**src/core/qsx_pkg.sv**
```systemverilog
// Package for the quad serial XIP / descriptor register slice.
// Assumes one clock domain (mclk, 25 MHz) and synchronous reset.
package qsx_pkg;
  // Register indices (byte address = 4 * index)
  localparam logic [3:0] XIP_CTRL2_IDX   = 4'h0;
  localparam logic [3:0] BD_POLL_IDX     = 4'h1;
  localparam logic [3:0] TX_STAT_IDX     = 4'h2;
  localparam logic [3:0] XIP_CMD_IDX     = 4'h3;
  localparam logic [3:0] BD_CMD_IDX      = 4'h4;
  localparam logic [3:0] BD_STAT_IDX     = 4'h5;
  // Field positions
  localparam int TGT_SEL_LSB = 10;
  localparam int MCOUNT_LSB  = 8;
  localparam int TX_ST_LSB   = 25;
  localparam int TXSPACE_LSB = 16;
  // Reset values
  localparam logic [15:0] POLL_RST  = 16'h0000;
  localparam logic [7:0]  MCODE_RST = 8'h00;
  localparam logic [1:0]  DSEL_RST  = 2'h0;
  localparam logic [1:0]  MCNT_RST  = 2'h0;
  localparam logic [4:0]  FIFO_DEPTH = 5'h10;
  // Phase lengths used until software writes the command register
  localparam logic [2:0]  ADDR_CYC_RST  = 3'h6;
  localparam logic [2:0]  DUMMY_CYC_RST = 3'h4;
  localparam logic [3:0]  DATA_CYC_RST  = 4'h8;
  // Target select codes
  localparam logic [1:0]  DSEL_DEV0 = 2'h0;
  localparam logic [1:0]  DSEL_DEV1 = 2'h1;
  // XIP sequence states
  typedef enum logic [2:0] {
    XS_IDLE  = 3'b000,
    XS_ADDR  = 3'b001,
    XS_MODE  = 3'b010,
    XS_DUMMY = 3'b011,
    XS_DATA  = 3'b100
  } qsx_xip_st_t;
  // Transmit DMA states
  typedef enum logic [3:0] {
    TS_IDLE  = 4'h0,
    TS_FETCH = 4'h1,
    TS_POLL  = 4'h2,
    TS_XFER  = 4'h3
  } qsx_tx_st_t;
endpackage

```
**src/core/qsx_cfg_if.sv**
```systemverilog
// Interface carrying XIP settings from the registers to the sequencer.
// Assumes both ends sit on the same clock.
`timescale 1ns/1ns
interface qsx_cfg_if;
  logic [1:0] flash_target_select;
  logic [1:0] mode_cycle_count;
  logic [7:0] mode_code_value;
  modport regs (output flash_target_select, output mode_cycle_count,
                output mode_code_value);
  modport seq  (input flash_target_select, input mode_cycle_count,
                input mode_code_value);
endinterface

```
**src/core/qsx_xip_seq.sv**
```systemverilog
// XIP phase sequencer: address, mode cycles, dummy, data.
// Assumes a one-cycle start pulse from the transfer logic.
`timescale 1ns/1ns
module qsx_xip_seq (
  input  wire logic       mclk,
  input  wire logic       rst,
  qsx_cfg_if.seq          cfg,
  input  wire logic       xip_start,
  input  wire logic [2:0] addr_cycles,
  input  wire logic [2:0] dummy_cycles,
  input  wire logic [3:0] data_cycles,
  output logic [2:0]      phase_q,
  output logic [7:0]      mode_out_q,
  output logic            mode_valid_q,
  output logic            cs_n_q,
  output logic [1:0]      dev_q
);
  qsx_pkg::qsx_xip_st_t st_q;
  logic [3:0] cnt_q;

  // Phase progression; mode cycles sit after address, before dummy
  always_ff @(posedge mclk)
  begin
    if (rst)
    begin
      st_q <= qsx_pkg::XS_IDLE;
      cnt_q <= 4'h0;
    end
    else
    begin
      case (st_q)
        qsx_pkg::XS_IDLE:
          if (xip_start)
          begin
            st_q <= qsx_pkg::XS_ADDR;
            cnt_q <= {1'b0, addr_cycles};
          end
        qsx_pkg::XS_ADDR:
          if (cnt_q <= 4'h1)
          begin
            if (cfg.mode_cycle_count != 2'h0)
            begin
              st_q <= qsx_pkg::XS_MODE;
              cnt_q <= {2'h0, cfg.mode_cycle_count};
            end
            else
            begin
              st_q <= qsx_pkg::XS_DUMMY;
              cnt_q <= {1'b0, dummy_cycles};
            end
          end
          else
            cnt_q <= cnt_q - 4'h1;
        qsx_pkg::XS_MODE:
          if (cnt_q <= 4'h1)
          begin
            st_q <= qsx_pkg::XS_DUMMY;
            cnt_q <= {1'b0, dummy_cycles};
          end
          else
            cnt_q <= cnt_q - 4'h1;
        qsx_pkg::XS_DUMMY:
          if (cnt_q <= 4'h1)
          begin
            st_q <= qsx_pkg::XS_DATA;
            cnt_q <= data_cycles;
          end
          else
            cnt_q <= cnt_q - 4'h1;
        qsx_pkg::XS_DATA:
          if (cnt_q <= 4'h1)
            st_q <= qsx_pkg::XS_IDLE;
          else
            cnt_q <= cnt_q - 4'h1;
        default:
          st_q <= qsx_pkg::XS_IDLE;
      endcase
    end
  end

  // Registered outputs; mode bits carry the stored code
  always_ff @(posedge mclk)
  begin
    if (rst)
    begin
      phase_q <= 3'h0;
      mode_out_q <= 8'h00;
      mode_valid_q <= 1'b0;
      cs_n_q <= 1'b1;
      dev_q <= 2'h0;
    end
    else
    begin
      phase_q <= st_q;
      mode_valid_q <= (st_q == qsx_pkg::XS_MODE);
      mode_out_q <= (st_q == qsx_pkg::XS_MODE) ?
                    cfg.mode_code_value : 8'h00;
      cs_n_q <= (st_q == qsx_pkg::XS_IDLE);
      if (st_q == qsx_pkg::XS_IDLE && xip_start)
        dev_q <= cfg.flash_target_select;
    end
  end
endmodule

```
**src/core/qsx_bd_tx_fsm.sv**
```systemverilog
// Descriptor processor and transmit DMA status tracker.
// Assumes descriptor fetch answers arrive on mclk.
`timescale 1ns/1ns
module qsx_bd_tx_fsm (
  input  wire logic        mclk,
  input  wire logic        rst,
  input  wire logic        bd_go,
  input  wire logic [15:0] descriptor_poll_wait,
  input  wire logic        fetch_done,
  input  wire logic        fetch_enabled,
  input  wire logic [7:0]  fetch_len,
  input  wire logic        byte_out,
  output logic             fetch_req_q,
  output logic [3:0]       tx_dma_state_q,
  output logic [4:0]       tx_fifo_space_q,
  output logic [7:0]       tx_current_buffer_length_q
);
  qsx_pkg::qsx_tx_st_t st_q;
  logic [15:0] wait_q;
  // Bytes still to send; kept apart so the length field reads back whole
  logic [7:0]  left_q;

  // Fetch, wait on a disabled descriptor, then refetch
  always_ff @(posedge mclk)
  begin
    if (rst)
    begin
      st_q <= qsx_pkg::TS_IDLE;
      wait_q <= 16'h0000;
      left_q <= 8'h00;
      fetch_req_q <= 1'b0;
      tx_current_buffer_length_q <= 8'h00;
    end
    else
    begin
      fetch_req_q <= 1'b0;
      case (st_q)
        qsx_pkg::TS_IDLE:
          if (bd_go)
          begin
            st_q <= qsx_pkg::TS_FETCH;
            fetch_req_q <= 1'b1;
          end
        qsx_pkg::TS_FETCH:
          if (fetch_done)
          begin
            if (fetch_enabled)
            begin
              st_q <= qsx_pkg::TS_XFER;
              tx_current_buffer_length_q <= fetch_len;
              left_q <= fetch_len;
            end
            else
            begin
              st_q <= qsx_pkg::TS_POLL;
              wait_q <= descriptor_poll_wait;
            end
          end
        qsx_pkg::TS_POLL:
          if (wait_q == 16'h0000)
          begin
            st_q <= qsx_pkg::TS_FETCH;
            fetch_req_q <= 1'b1;
          end
          else
            wait_q <= wait_q - 16'h0001;
        qsx_pkg::TS_XFER:
          if (byte_out && left_q <= 8'h01)
          begin
            left_q <= 8'h00;
            tx_current_buffer_length_q <= 8'h00;
            st_q <= qsx_pkg::TS_FETCH;
            fetch_req_q <= 1'b1;
          end
          else if (byte_out)
            left_q <= left_q - 8'h01; // Length field holds
        default:
          st_q <= qsx_pkg::TS_IDLE;
      endcase
    end
  end

  // State and FIFO space for status reads
  always_ff @(posedge mclk)
  begin
    if (rst)
    begin
      tx_dma_state_q <= 4'h0;
      tx_fifo_space_q <= qsx_pkg::FIFO_DEPTH;
    end
    else
    begin
      tx_dma_state_q <= st_q;
      if (st_q == qsx_pkg::TS_XFER && byte_out &&
          tx_fifo_space_q != 5'h00)
        tx_fifo_space_q <= tx_fifo_space_q - 5'h01;
      else if (st_q != qsx_pkg::TS_XFER)
        tx_fifo_space_q <= qsx_pkg::FIFO_DEPTH;
    end
  end
endmodule

```
**src/core/qsx_regs.sv**
```systemverilog
// Register slice: XIP control, descriptor poll and transmit DMA status.
// Contract
// - Target select 00 device0, 01 device1
// - Mode cycle count gives zero to three
// - Stored eight-bit code drives mode bits
// - XIP control bits 31-12 read zero
// - Disabled descriptor waits poll count, refetches
// - Poll bits 31-16 zero; count resets zero
// - Read-only four-bit transmit DMA state
// - Read-only five-bit transmit FIFO space
// - Read-only eight-bit current buffer length
// - Status bits 31-29,24-21,15-8 read zero
// Assumes a plain strobe bus on mclk and sync active-high rst.
//
// The implementer's own choices: the strobed register port and the placing of the registers.
`timescale 1ns/1ns
module qsx_regs (
  input  wire logic        mclk,
  input  wire logic        rst,
  input  wire logic [3:0]  reg_addr,
  input  wire logic [31:0] reg_wdata,
  input  wire logic        reg_wr,
  input  wire logic        reg_rd,
  input  wire logic        fetch_done,
  input  wire logic        fetch_enabled,
  input  wire logic [7:0]  fetch_len,
  input  wire logic        byte_out,
  output logic [31:0]      reg_rdata_q,
  output logic             fetch_req_q,
  output logic [2:0]       xip_phase_q,
  output logic [7:0]       mode_out_q,
  output logic             mode_valid_q,
  output logic             flash_cs_n_q,
  output logic [1:0]       flash_dev_q
);
  qsx_cfg_if cfg ();
  logic [1:0]  dsel_q;
  logic [1:0]  mcnt_q;
  logic [7:0]  mcode_q;
  logic [15:0] poll_q;
  logic [2:0]  addr_cyc_q;
  logic [2:0]  dummy_cyc_q;
  logic [3:0]  data_cyc_q;
  logic        xip_start_q;
  logic        bd_go_q;
  logic [3:0]  tx_st;
  logic [4:0]  tx_space;
  logic [7:0]  tx_len;
  logic        fetch_req;
  logic [2:0]  ph;
  logic [7:0]  mout;
  logic        mval;
  logic        csn;
  logic [1:0]  dev;
  logic [31:0] rd_d;

  assign cfg.flash_target_select = dsel_q;
  assign cfg.mode_cycle_count    = mcnt_q;
  assign cfg.mode_code_value     = mcode_q;

  // XIP control and poll registers
  always_ff @(posedge mclk)
  begin
    if (rst)
    begin
      dsel_q <= qsx_pkg::DSEL_RST;
      mcnt_q <= qsx_pkg::MCNT_RST;
      mcode_q <= qsx_pkg::MCODE_RST;
      poll_q <= qsx_pkg::POLL_RST;
    end
    else if (reg_wr)
    begin
      if (reg_addr == qsx_pkg::XIP_CTRL2_IDX)
      begin
        // Reserved targets are ignored so a bad write never selects none
        if (reg_wdata[qsx_pkg::TGT_SEL_LSB +: 2] == qsx_pkg::DSEL_DEV0 ||
            reg_wdata[qsx_pkg::TGT_SEL_LSB +: 2] == qsx_pkg::DSEL_DEV1)
          dsel_q <= reg_wdata[qsx_pkg::TGT_SEL_LSB +: 2];
        mcnt_q <= reg_wdata[qsx_pkg::MCOUNT_LSB +: 2];
        mcode_q <= reg_wdata[7:0];
      end
      if (reg_addr == qsx_pkg::BD_POLL_IDX)
        poll_q <= reg_wdata[15:0];
    end
  end

  // Command register: cycle counts and start pulses
  always_ff @(posedge mclk)
  begin
    if (rst)
    begin
      addr_cyc_q <= qsx_pkg::ADDR_CYC_RST;
      dummy_cyc_q <= qsx_pkg::DUMMY_CYC_RST;
      data_cyc_q <= qsx_pkg::DATA_CYC_RST;
      xip_start_q <= 1'b0;
      bd_go_q <= 1'b0;
    end
    else
    begin
      xip_start_q <= 1'b0;
      bd_go_q <= 1'b0;
      if (reg_wr && reg_addr == qsx_pkg::XIP_CMD_IDX)
      begin
        addr_cyc_q <= reg_wdata[2:0];
        dummy_cyc_q <= reg_wdata[6:4];
        data_cyc_q <= reg_wdata[11:8];
        xip_start_q <= reg_wdata[31];
      end
      if (reg_wr && reg_addr == qsx_pkg::BD_CMD_IDX)
        bd_go_q <= reg_wdata[0];
    end
  end

  qsx_xip_seq u_seq (
    .mclk         (mclk),
    .rst          (rst),
    .cfg          (cfg.seq),
    .xip_start    (xip_start_q),
    .addr_cycles  (addr_cyc_q),
    .dummy_cycles (dummy_cyc_q),
    .data_cycles  (data_cyc_q),
    .phase_q      (ph),
    .mode_out_q   (mout),
    .mode_valid_q (mval),
    .cs_n_q       (csn),
    .dev_q        (dev)
  );

  qsx_bd_tx_fsm u_bd (
    .mclk                       (mclk),
    .rst                        (rst),
    .bd_go                      (bd_go_q),
    .descriptor_poll_wait       (poll_q),
    .fetch_done                 (fetch_done),
    .fetch_enabled              (fetch_enabled),
    .fetch_len                  (fetch_len),
    .byte_out                   (byte_out),
    .fetch_req_q                (fetch_req),
    .tx_dma_state_q             (tx_st),
    .tx_fifo_space_q            (tx_space),
    .tx_current_buffer_length_q (tx_len)
  );

  // Read mux; unimplemented bits and unmapped indices read zero
  always_comb
  begin
    rd_d = 32'h0000_0000;
    case (reg_addr)
      qsx_pkg::XIP_CTRL2_IDX:
        rd_d = {20'h00000, dsel_q, mcnt_q, mcode_q};
      qsx_pkg::BD_POLL_IDX:
        rd_d = {16'h0000, poll_q};
      qsx_pkg::TX_STAT_IDX:
        rd_d = {3'h0, tx_st, 4'h0, tx_space, 8'h00, tx_len};
      qsx_pkg::XIP_CMD_IDX:
        rd_d = {20'h00000, data_cyc_q, 1'b0, dummy_cyc_q, 1'b0,
                addr_cyc_q};
      qsx_pkg::BD_STAT_IDX:
        rd_d = {27'h0000000, ph, csn, mval};
      default:
        rd_d = 32'h0000_0000;
    endcase
  end

  // Read data stands only in the cycle after the strobe
  always_ff @(posedge mclk)
  begin
    if (rst)
      reg_rdata_q <= 32'h0000_0000;
    else if (reg_rd)
      reg_rdata_q <= rd_d;
    else
      reg_rdata_q <= 32'h0000_0000;
  end

  // Outputs straight from flip-flops
  always_ff @(posedge mclk)
  begin
    if (rst)
    begin
      fetch_req_q <= 1'b0;
      xip_phase_q <= 3'h0;
      mode_out_q <= 8'h00;
      mode_valid_q <= 1'b0;
      flash_cs_n_q <= 1'b1;
      flash_dev_q <= 2'h0;
    end
    else
    begin
      fetch_req_q <= fetch_req;
      xip_phase_q <= ph;
      mode_out_q <= mout;
      mode_valid_q <= mval;
      flash_cs_n_q <= csn;
      flash_dev_q <= dev;
    end
  end
endmodule

```
**config.mk**
```make
export PLATFORM = sky130hd
export DESIGN_NAME = qsx_regs
export DESIGN_NICKNAME = d
export VERILOG_FILES = /design/src/core/qsx_pkg.sv /design/src/core/qsx_cfg_if.sv /design/src/core/qsx_xip_seq.sv /design/src/core/qsx_bd_tx_fsm.sv /design/src/core/qsx_regs.sv
export SDC_FILE = /design/constraint.sdc
export NUM_CORES = 1
export LEC_CHECK = 0
export CAP_MARGIN = 30
export CORE_AREA = 5 5 107 109
export CTS_BUF_LIST = sky130_fd_sc_hd__clkbuf_8
export DETAILED_ROUTE_END_ITERATION = 6
export DIE_AREA = 0 0 112 114
export DONT_BUFFER_PORTS = 1
export HOLD_SLACK_MARGIN = 0.05
export PLACE_DENSITY = 0.82
export SYNTH_ARGS = -nofsm -noshare
export SYNTH_HDL_FRONTEND = slang
export SYNTH_SLANG_ARGS = --single-unit
```
**constraint.sdc**
```tcl
create_clock -name mclk -period 4.8 [get_ports mclk]
set_input_delay 0.96 -clock mclk [delete_from_list [all_inputs] [get_ports mclk]]
set_output_delay 0.96 -clock mclk [all_outputs]
set_load 0.01 [all_outputs]
```
-- After elaboration in Yosys (flattened, before gate mapping)
Cells that the tools add are included.
- register bits after elaboration: 156
- input bits: 51
- output and inout port bits: 48
- logic and storage cells: 137
- add/subtract/negate cells: 4
- magnitude comparators: 2
- equality and inequality tests: 28
- muxes and demuxes: 38
- bitwise operators: 4
- reductions and logical operators: 31
- operators with widths (cell ; number):
    $pmux W29 S5 ; 1
    $mux W16 ; 3
    $mux W8 ; 5
    $mux W4 ; 9
    $pmux W16 S2 ; 1
    $pmux W8 S2 ; 2
    $pmux W4 S5 ; 1
    $mux W3 ; 6
    $eq A4 B2 Y1 const B ; 4
    $logic_not A16 Y1 ; 1
    $pmux W4 S4 ; 1
    $reduce_and A4 Y1 ; 4
    $sub A16 B1 Y16 const B ; 1
    $pmux W3 S5 ; 1
    $ne A2 B2 Y1 const B ; 7
    $ne A2 B1 Y1 const B ; 6
    $mux W5 ; 2
    $reduce_bool A5 Y1 ; 2
    $eq A4 B1 Y1 const B ; 2
    $eq A4 B3 Y1 const B ; 2
    $le A8 B1 Y1 const B ; 1
    $logic_not A4 Y1 ; 2
    $reduce_bool A2 Y1 ; 4
    $reduce_or A2 Y1 ; 4
    other kinds (20) ; 35

-- Depth between registers and ports, before layout
Gate-level depths: netlist of the first run.
- depth after elaboration: 4
- depth in mapped cells: 9
- depth with buffers taken out: 7

-- By module
A second synthesis of the first run with hierarchy kept.
- cell total of the unflattened synthesis: 748
- area, all modules: 6628.9 sq um
- by module, submodules not included (module ; instances ; cells an instance ; area each (sq um) ; seq. area each (sq um)):
    qsx_regs ; 1 ; 327 ; 3130.5 ; 1621.6
    qsx_bd_tx_fsm ; 1 ; 292 ; 2364.8 ; 840.8
    qsx_xip_seq ; 1 ; 129 ; 1133.6 ; 440.4

-- Worst setup path before layout of the first run
No wires, ideal clock.
- kind: in2reg
- from: in byte_out
- to: reg u_bd.left_q[1]
- setup time: 0.139 ns
- arrival time: 2.210 ns
- data required time: 4.661 ns
- setup slack: 2.451 ns
- cell stages on the path: 5
- path buffers: 0
- cells stage by stage: or4b_1 -> o311ai_4 -> nor2_1 -> a211oi_1 -> a211oi_1
- word-level cells in the longest chain between the ends: 3
- elaborated cells between the ends (all ways): 5
- those cells by class: eq/ne (1); mux (2); reduce/logical (2)
- ends and longest elaborated chain (what ; line ; RTL):
    from (decl) ; qsx_regs.sv:27 ; input wire logic byte_out,
    $logic_and A1 B1 Y1 ; qsx_bd_tx_fsm.sv:68 ; if (byte_out && left_q <= 8'h01)
    $ne A3 B2 Y1 (no line) / $mux W8 (equally long branches) ; -- ;
    $reduce_and A4 Y1 (no line) / $pmux W8 S2 (equally long branches) ; -- ;
    to (signal assigned) ; qsx_bd_tx_fsm.sv:51 ; left_q <= fetch_len;
    to (signal assigned) ; qsx_bd_tx_fsm.sv:76 ; left_q <= left_q - 8'h01;
    to (decl) ; qsx_bd_tx_fsm.sv:21 ; logic [7:0] left_q;
Several ways; a longest one is shown, not always the timed one.
A chain may end at the register's enable or synchronous reset.

-- Final worst setup path of the first run
- from: reg u_bd.wait_q[0]
- to: reg u_bd.wait_q[4]
- word-level cells in the longest chain between the ends: 3
- elaborated cells between the ends (all ways): 6
- those cells by class: add/sub (1); eq/ne (1); mux (2); reduce/logical (2)
- ends and longest elaborated chain (what ; line ; RTL):
    from (decl) ; qsx_bd_tx_fsm.sv:19 ; logic [15:0] wait_q;
    from (signal assigned) ; qsx_bd_tx_fsm.sv:56 ; wait_q <= descriptor_poll_wait;
    from (signal assigned) ; qsx_bd_tx_fsm.sv:66 ; wait_q <= wait_q - 16'h0001;
    $sub A16 B1 Y16 / $logic_not A16 Y1 (equally long branches) ; qsx_bd_tx_fsm.sv:66, qsx_bd_tx_fsm.sv:60 ;
    $mux W16 / $ne A2 B2 Y1 (equally long branches) ; -- ;
    $pmux W16 S2 / $reduce_and A4 Y1 (equally long branches) ; -- ;
Several ways; a longest one is shown, not always the timed one. The select of a mux whose other input is x is not followed.

==> results.md, run 1 <==
* Outcome: finished, final reports clean
* Slew @ Worst Pin at 1.03 ns
* Synthesized cell area at roughly 6100 um2
* Router iterations before antenna repair at 6
* Leakage component of the power at 2.36 nW
* Placement Rows at 38
* Overall global routing resource usage at 0.244
* Avg Inst Size Synth at ~8.4 um2
* Count of buffers added by post-CTS timing repair for setup at 0
* Number of clock sinks at roughly 140
* Total core area at 10500 um2
* Die Footprint at 12800 um2
* Most common cell after layout, fill and taps aside: sky130_fd_sc_hd__dfxtp_1
* Final standard cell utilization of the core at 0.620
* Layout-stage area growth over the synthesis result at 7.15%
* Worst skew pair latency at 0.45 ns
* Total via count after detailed routing at 5388
* Initial Util at 0.578
* Area fraction in and, or, nand and nor cells after synthesis at 0.244
* Worst IR Drop VDD at 0.193 mV
* Number of fill cells in the layout at 870
* Final-report setup violation count at 0
* Number of buffers on the longest clock path at 2
* Number of antenna violations at the first check in global routing at 0
* Multi-input gate area at 2960 um2
* Final wirelength at 15.5 mm
* Arithmetic-cell share of the synthesized area counting full adders, half adders and majority gates at 0.0144
* # nets final at 760
* Register area share after synthesis at 0.471
* Maximum clock frequency at 383 MHz
* DRC errors left at 0
* TritonCTS Buffers at 17
* Worst Setup Start Kind: flop
* Total Negative Setup Slacks at 0 ns
* Register bit count reported by yosys at 143
* Xor/xnor share of the synthesized area at 0.00432
* Clock tree from TritonCTS: done
* Post-CTS clock slew at the launch and capture registers of the worst setup and hold paths at 0.08 ns
* Number of cells produced by synthesis at 723
* Most frequent cells in the layout: sky130_fd_sc_hd__dfxtp_1 (143), sky130_fd_sc_hd__nand2_1 (109), sky130_fd_sc_hd__a21oi_1 (75)
* Endpoints failing hold at 0
* Max Cap Violations at 0
* Share of final-layout standard cells stronger than drive strength 1 at 0.0685
* Dominant combinational cell family by area after synthesis: simple AND/OR/NAND/NOR gates
* Number of flops mapped to enable cells by yosys at 0
* Share of the synthesized area in the top cell type at 0.471
* Worst slew margin at 0.309
* Root Buffer Master: sky130_fd_sc_hd__clkbuf_8
* Number of distinct standard cells referenced by the synthesized netlist at around 70
* Max-slew violation count at 0
* Number of gates resized after CTS at 0
* Required time of the critical path at 5.18 ns
* Power density over the cells at approximately 360 nW/um2
* Gr ovfl total at 0
* Number of warnings issued by yosys at 0
* Critical path endpoint category: flop
* Gpl congestion at 0.912
* Via-per-instance ratio at about 6.3
* Share of synthesized registers carrying an async set or reset at 0
* Class of the most critical hold timing path: reg -> reg
* Start-to-end type of the worst setup path: reg -> reg
* Largest net degree at the start of global routing at between 100 and 150
* Number of hold-repair buffers added at the cts stage at 0
* Vias in the first global route at 5158
* Wire length of the first global-routing pass at 25.2 mm
* Count of buffers from port buffering at 0
* Antenna-violating nets left at 0
* Unrepaired setup endpoints after global routing: false
* Share of the cycle needed by the critical path after routing at 0.544
* Storage cell area at 2860 um2
* Diode count at 0
* Post-layout minimum cycle time at 2.61 ns
* Worst-case clock skew at 0.0131 ns
* Largest fanout on the critical path at 13
* Die Height at 114 um
* Share of cell area taken by muxes after synthesis at 0.00844
* Compound-gate portion of the synthesized area at 0.206
* Crit path arrival time at 2.99 ns
* Synth area leaders: sky130_fd_sc_hd__dfxtp_1 (47%), sky130_fd_sc_hd__nand2_1 (6.7%), sky130_fd_sc_hd__a21oi_1 (6.2%)
* Half-perimeter wire length of the detailed placement result at 10.6 mm
* Biggest area consumer among synthesized cells: sky130_fd_sc_hd__dfxtp_1
* Ys flop type: sky130_fd_sc_hd__dfxtp_1
* I/O pin count at 99
* Die X at 112 um
* Violation count after the first detailed-route iteration at 775
* Mean routed wirelength per cell at 18.1 um
* Depth of the CTS H-tree at 4
## path summary, 6_finish.rpt
check                    startpoint         endpoint  slack [ns]  cells after the start
max reg2reg          u_bd.wait_q[0]   u_bd.wait_q[4]        2.19                      7
max                  u_bd.wait_q[0]   u_bd.wait_q[4]        2.19                      7
min reg2reg  u_bd.tx_dma_state_q[1]  reg_rdata_q[26]        0.44                      1
min          u_bd.tx_dma_state_q[1]  reg_rdata_q[26]        0.44                      1
## area by class of cell
type,instances,area share
timing repair buffer,5,0.00692
clock inverter,14,0.0236
clock buffer,18,0.0381
sequential,143,0.440
multi-input combinational,517,0.454
inverter,18,0.0104
tap,140,0.0269
## registers in the layout, indices dropped and copies added (netlist names), 3 cells and up
| name | count |
|---|---|
| u_seq.mode_out_q | 8 |
| u_bd.tx_fifo_space_q | 5 |
| u_seq.phase_q | 3 |
| u_bd.wait_q | 16 |
| poll_q | 16 |
| cfg.mode_code_value | 8 |
| addr_cyc_q | 3 |
| u_seq.st_q | 3 |
| u_seq.cnt_q | 4 |
| reg_rdata_q | 23 |
| data_cyc_q | 4 |
| u_bd.tx_current_buffer_length_q | 8 |
| u_bd.left_q | 8 |
| xip_phase_q | 3 |
| mode_out_q | 8 |
| dummy_cyc_q | 3 |
## worst max-delay path, cell delays in order, from the launching register on
cell and delay, ns:
sky130_fd_sc_hd__dfxtp_1 0.34, sky130_fd_sc_hd__inv_1 0.13, sky130_fd_sc_hd__ha_1 0.17, sky130_fd_sc_hd__nor4b_1 0.36, sky130_fd_sc_hd__nand4_1 0.28, sky130_fd_sc_hd__a21oi_1 0.87
sky130_fd_sc_hd__o21ai_0 0.21, sky130_fd_sc_hd__a21oi_1 0.18
## power by group
group | total, W | switching [W] | internal, W
clock | 0.000964 | 0.000479 | 0.000485
combinational | 0.000129 | 0.0000770 | 0.0000521
sequential | 0.00123 | 0.0000257 | 0.00120
total | 0.00232 | 0.000582 | 0.00174
## synth_stat cells, types with 9 or more instances
cell type,n
sky130_fd_sc_hd__inv_1,18
sky130_fd_sc_hd__and3_1,14
sky130_fd_sc_hd__a22oi_1,10
sky130_fd_sc_hd__a21oi_1,75
sky130_fd_sc_hd__nand2_1,109
sky130_fd_sc_hd__nor2_1,57
sky130_fd_sc_hd__clkbuf_1,34
sky130_fd_sc_hd__and2_1,21
sky130_fd_sc_hd__dfxtp_1,143
sky130_fd_sc_hd__o21ai_1,11
sky130_fd_sc_hd__o21ai_0,23
sky130_fd_sc_hd__a222oi_1,12
sky130_fd_sc_hd__nor3_1,18
sky130_fd_sc_hd__nor2b_1,20
sky130_fd_sc_hd__buf_4,9
sky130_fd_sc_hd__nand3_1,15
## kinds of logic (layout without fill, tap and decap cells)
group           count (synthesis)  in the layout
fa+ha+maj                       7              7
buf+inv                        71             55
mux                             5              5
compound gates                192            192
flops                         143            143
xor+xnor                        3              3
other cells                     1              9
simple gates                  301            301
## stage by stage
step | hold slack [ns] | area, um2 | total power (W) | setup WS, ns | instances
after floorplan | 0.406 | 6110 | 0.00137 | 2.45 | 731
after global placement | 0.424 | 6090 | 0.00137 | 2.07 | 821
after detailed placement | 0.422 | 6100 | 0.00138 | 1.89 | 822
after CTS | 0.441 | 6500 | 0.00233 | 1.87 | 854
after global routing | 0.457 | 6510 | 0.00241 | 1.90 | 855
final | 0.438 | 6510 | 0.00232 | 2.19 | 855
## routing by layer
layer	vias up	wire, um	share of wire	global-route usage
li1	2506	-	-	-
met1	2550	6150	0.40	0.300
met2	292	7460	0.48	0.400
met3	40	1430	0.092	0.0615
met4	0	472	0.030	0.122
met5	-	0	0	0
Power figures use the tool's default switching activity.
==> run 2, diff against run 1 <==
Settings changed: CORE_AREA 5 5 107 109 to 5 5 108 110, DIE_AREA 0 0 112 114 to 0 0 113 115, PLACE_DENSITY 0.82 to 0.83.
Clock period 4.8 ns to 2.3 ns, I/O delays scaled along.
==> run 2 against run 1 <==
  * Register-to-register slack worse by 2.0 ns
  * Sequential power up 110%
  * Via count decreased by 0.17%
  * Design area increased by 0.92%
  * Critical path type unchanged
  * Final cell count grew 1.5%
  * Critical endpoint is now u_bd.wait_q[15]
  * Largest cell class unchanged
  * Count of clock-buffer cells in the layout is the same
  * First-iteration DRC count is 17% lower
  * Flip-flop and latch count is the same
==> results.md, run 2 (synthesized netlist as in run 1, its figures left out) <==
* Net switching power at 0.00127 W (+120%)
* Number of fill cells in the layout at 883 (+1.5%)
* Crit path arrival time at 2.45 ns (-0.54 ns)
* Max stage delay cell, worst path: sky130_fd_sc_hd__a21o_2
* Diode count at 0 (unchanged)
* Total core area at 10600 um2 (+0.91%)
* Share of total power consumed by net switching at 0.270 (+0.0191)
* Overall global routing resource usage at 0.235 (-0.00875)
* Post-layout minimum cycle time at 2.09 ns (-0.519 ns)
* Violation count after the first detailed-route iteration at 641 (-17%)
* Depth of the CTS H-tree at 4 (unchanged)
* Number of buffers on the longest clock path at 2 (unchanged)
* Clock tree from TritonCTS: done
* Router iterations before antenna repair at 6 (unchanged)
* Largest reg by FF count: reg_rdata_q
* TritonCTS Buffers at 17 (unchanged)
* Unrepaired setup endpoints after global routing: false
* CP max stage delay at 0.41 ns (-0.46 ns)
* # nets final at 773 (+1.7%)
* Worst slew margin at 0.536 (+0.228)
* Final wirelength at 15.3 mm (-1.2%)
* I/O pin count at 99 (unchanged)
* Die Footprint at 13000 um2 (+1.8%)
* Launch point of the critical path: u_bd.wait_q[0]
* Gpl congestion at 0.915 (+0.34%)
* Half-perimeter wire length of the detailed placement result at 10.6 mm (-0.25%)
* Power share of the combinational group at 0.058 (+0.002)
* Cell-internal power at 0.00343 W (+97%)
* Total via count after detailed routing at 5379 (-0.17%)
* Worst-case clock skew at 0.00979 ns (-0.00332 ns)
* Count of buffers from port buffering at 0 (unchanged)
* Via-per-instance ratio at 6.20 (-1.7%)
* Registers with the most flip-flops: reg_rdata_q (23), poll_q (16), u_bd.wait_q (16)
* Final standard cell utilization of the core at 0.620 (about the same)
* Number of antenna violations at the first check in global routing at 0 (unchanged)
* Sequential cell fraction of total power at 0.545 (+0.016)
* Setup crit end: u_bd.wait_q[15]
* RR Startpoint: u_bd.wait_q[0]
* Outcome: finished, final reports clean
* Mean routed wirelength per cell at 17.6 um (-2.7%)
* Largest net degree at the start of global routing at 112 (unchanged)
* Critical-path cell list: inv_1 > ha_1 > nor4b_1 > nand4_1 > a21o_2 > buf_4 > nand2_1 > a21oi_1
* Critical path endpoint category: flop
* Worst IR Drop VDD at 0.307 mV (+59%)
* Max-slew violation count at 0 (unchanged)
* Post-CTS clock slew at the launch and capture registers of the worst setup and hold paths at 0.09 ns (about the same)
* Required time of the critical path at 2.66 ns (-2.52 ns)
* Most common cell after layout, fill and taps aside: sky130_fd_sc_hd__dfxtp_1
* Placement Rows at 38 (unchanged)
* DRC errors left at 0 (unchanged)
* Flip-flop count of the largest register, all copies and words added at 23 (unchanged)
* Total Negative Setup Slacks at 0 ns (unchanged)
* Maximum clock frequency at 478 MHz (+25%)
* Gr ovfl total at 0 (unchanged)
* Share of the cycle needed by the critical path after routing at 0.909 (+0.365)
* Layout-stage area growth over the synthesis result at 8.13%
* Setup slack of the most critical reg-to-reg path at 0.21 ns (-1.98 ns)
* Clock network fraction of total power at 0.397 (-0.018)
* Power density over the cells at 716 nW/um2 (+100%)
* Number of clock sinks at 143 (unchanged)
* FF-to-FF path depth at 8 (+1)
* Most frequent cells in the layout: sky130_fd_sc_hd__dfxtp_1 (143), sky130_fd_sc_hd__nand2_1 (109), sky130_fd_sc_hd__a21oi_1 (75)
* Antenna-violating nets left at 0 (unchanged)
* Slew @ Worst Pin at 0.695 ns (-0.339 ns)
* Count of buffers added by post-CTS timing repair for setup at 0 (unchanged)
* Worst Setup Start Kind: flop
* Reg2reg end: u_bd.wait_q[15]
* Leakage component of the power at 2.39 nW (+1.3%)
* Max Cap Violations at 0 (unchanged)
* Start-to-end type of the worst setup path: reg -> reg
* Largest fanout on the critical path at 15 (+2)
* Share of final-layout standard cells stronger than drive strength 1 at 0.0879 (+0.0194)
* Die Height at 115 um (+0.88%)
* Die X at 113 um (+0.89%)
* Root Buffer Master: sky130_fd_sc_hd__clkbuf_8
* Initial Util at 0.573 (-0.00519)
* Final-report setup violation count at 0 (unchanged)
* Worst skew pair latency at 0.46 ns (about the same)
* Vias in the first global route at 4882 (-5.4%)
* Endpoints failing hold at 0 (unchanged)
* Class of the most critical hold timing path: in -> reg
* Wire length of the first global-routing pass at 24.4 mm (-3.1%)
-- run 2: cell types whose count changed in the layout (fill, tap and decap cells not counted) --
| cell | before | now |
|---|---|---|
| sky130_fd_sc_hd__a21o_1 | 2 | 1 |
| sky130_fd_sc_hd__a21o_2 | 0 | 1 |
| sky130_fd_sc_hd__buf_4 | 4 | 18 |
| sky130_fd_sc_hd__buf_8 | 1 | 0 |
| sky130_fd_sc_hd__bufinv_16 | 2 | 0 |
| sky130_fd_sc_hd__clkinv_2 | 2 | 1 |
| sky130_fd_sc_hd__clkinv_4 | 2 | 3 |
| sky130_fd_sc_hd__clkinvlp_4 | 1 | 3 |
| sky130_fd_sc_hd__inv_1 | 19 | 18 |
| sky130_fd_sc_hd__inv_6 | 5 | 4 |
| sky130_fd_sc_hd__inv_8 | 1 | 3 |
-- run 2: metrics by stage --
| step | std cells | total power [W] | hold WS, ns | instance area (um2) | worst slack, ns |
|---|---|---|---|---|---|
| final | 868 | 0.00470 | 0.0783 | 6570 | 0.210 |
| after detailed placement | 836 | 0.00288 | 0.425 | 6200 | 0.155 |
| after global placement | 836 | 0.00288 | 0.423 | 6200 | 0.238 |
| after global routing | 868 | 0.00485 | 0.0501 | 6570 | 0.0176 |
| after CTS | 868 | 0.00471 | 0.0551 | 6570 | 0.143 |
| after floorplan | 731 | 0.00286 | 0.406 | 6110 | 0.451 |
-- run 2: worst max-delay path: cells and delay by family (launching register included) --
| family | cells | cell delay (ns) |
|---|---|---|
| compound gates | 2 | 0.47 |
| fa+ha+maj | 1 | 0.16 |
| flops | 1 | 0.34 |
| buf+inv | 2 | 0.32 |
| simple gates | 3 | 0.70 |
-- run 2: worst min path at each step --
stage	cells after the start	end	from
finish	1	poll_q[13]	rst
global route	1	poll_q[14]	rst
CTS	1	poll_q[14]	rst
detailed placement	1	reg_rdata_q[25]	u_bd.tx_dma_state_q[0]
global placement	1	reg_rdata_q[26]	u_bd.tx_dma_state_q[1]
floorplan	1	reg_rdata_q[25]	u_bd.tx_dma_state_q[0]
-- run 2: final cells by class --
cell class                      count  area [um2]  share of cell area
Clock buffer                       18         248              0.0377
Timing Repair Buffer               18         135              0.0206
Multi-Input combinational cell    517        2960               0.450
Sequential cell                   143        2860               0.436
Inverter                           18        67.6              0.0103
Tap cell                          140         175              0.0267
Clock inverter                     14         123              0.0187
-- run 2: routing by layer --
metal,global-route usage,vias to the layer above,wire length [um]
li1,-,2542,-
met1,0.298,2468,6190
met2,0.372,333,7020
met3,0.0747,36,1690
met4,0.0994,0,419
met5,0,-,0
-- run 2: repair_timing --
action                                  4_1_cts  5_1_grt
resized for setup                             0        1
endpoints found under the setup margin        0        3
hold buffers                                  0        0
-- run 2: power groups by stage --
stage	Combinational [W]	Clock, W	Sequential, W
detailed placement	0.000265	0	0.00262
CTS	0.000268	0.00188	0.00256
global placement	0.000258	0	0.00262
finish	0.000274	0.00187	0.00256
floorplan	0.000269	0	0.00259
global route	0.000304	0.00198	0.00257
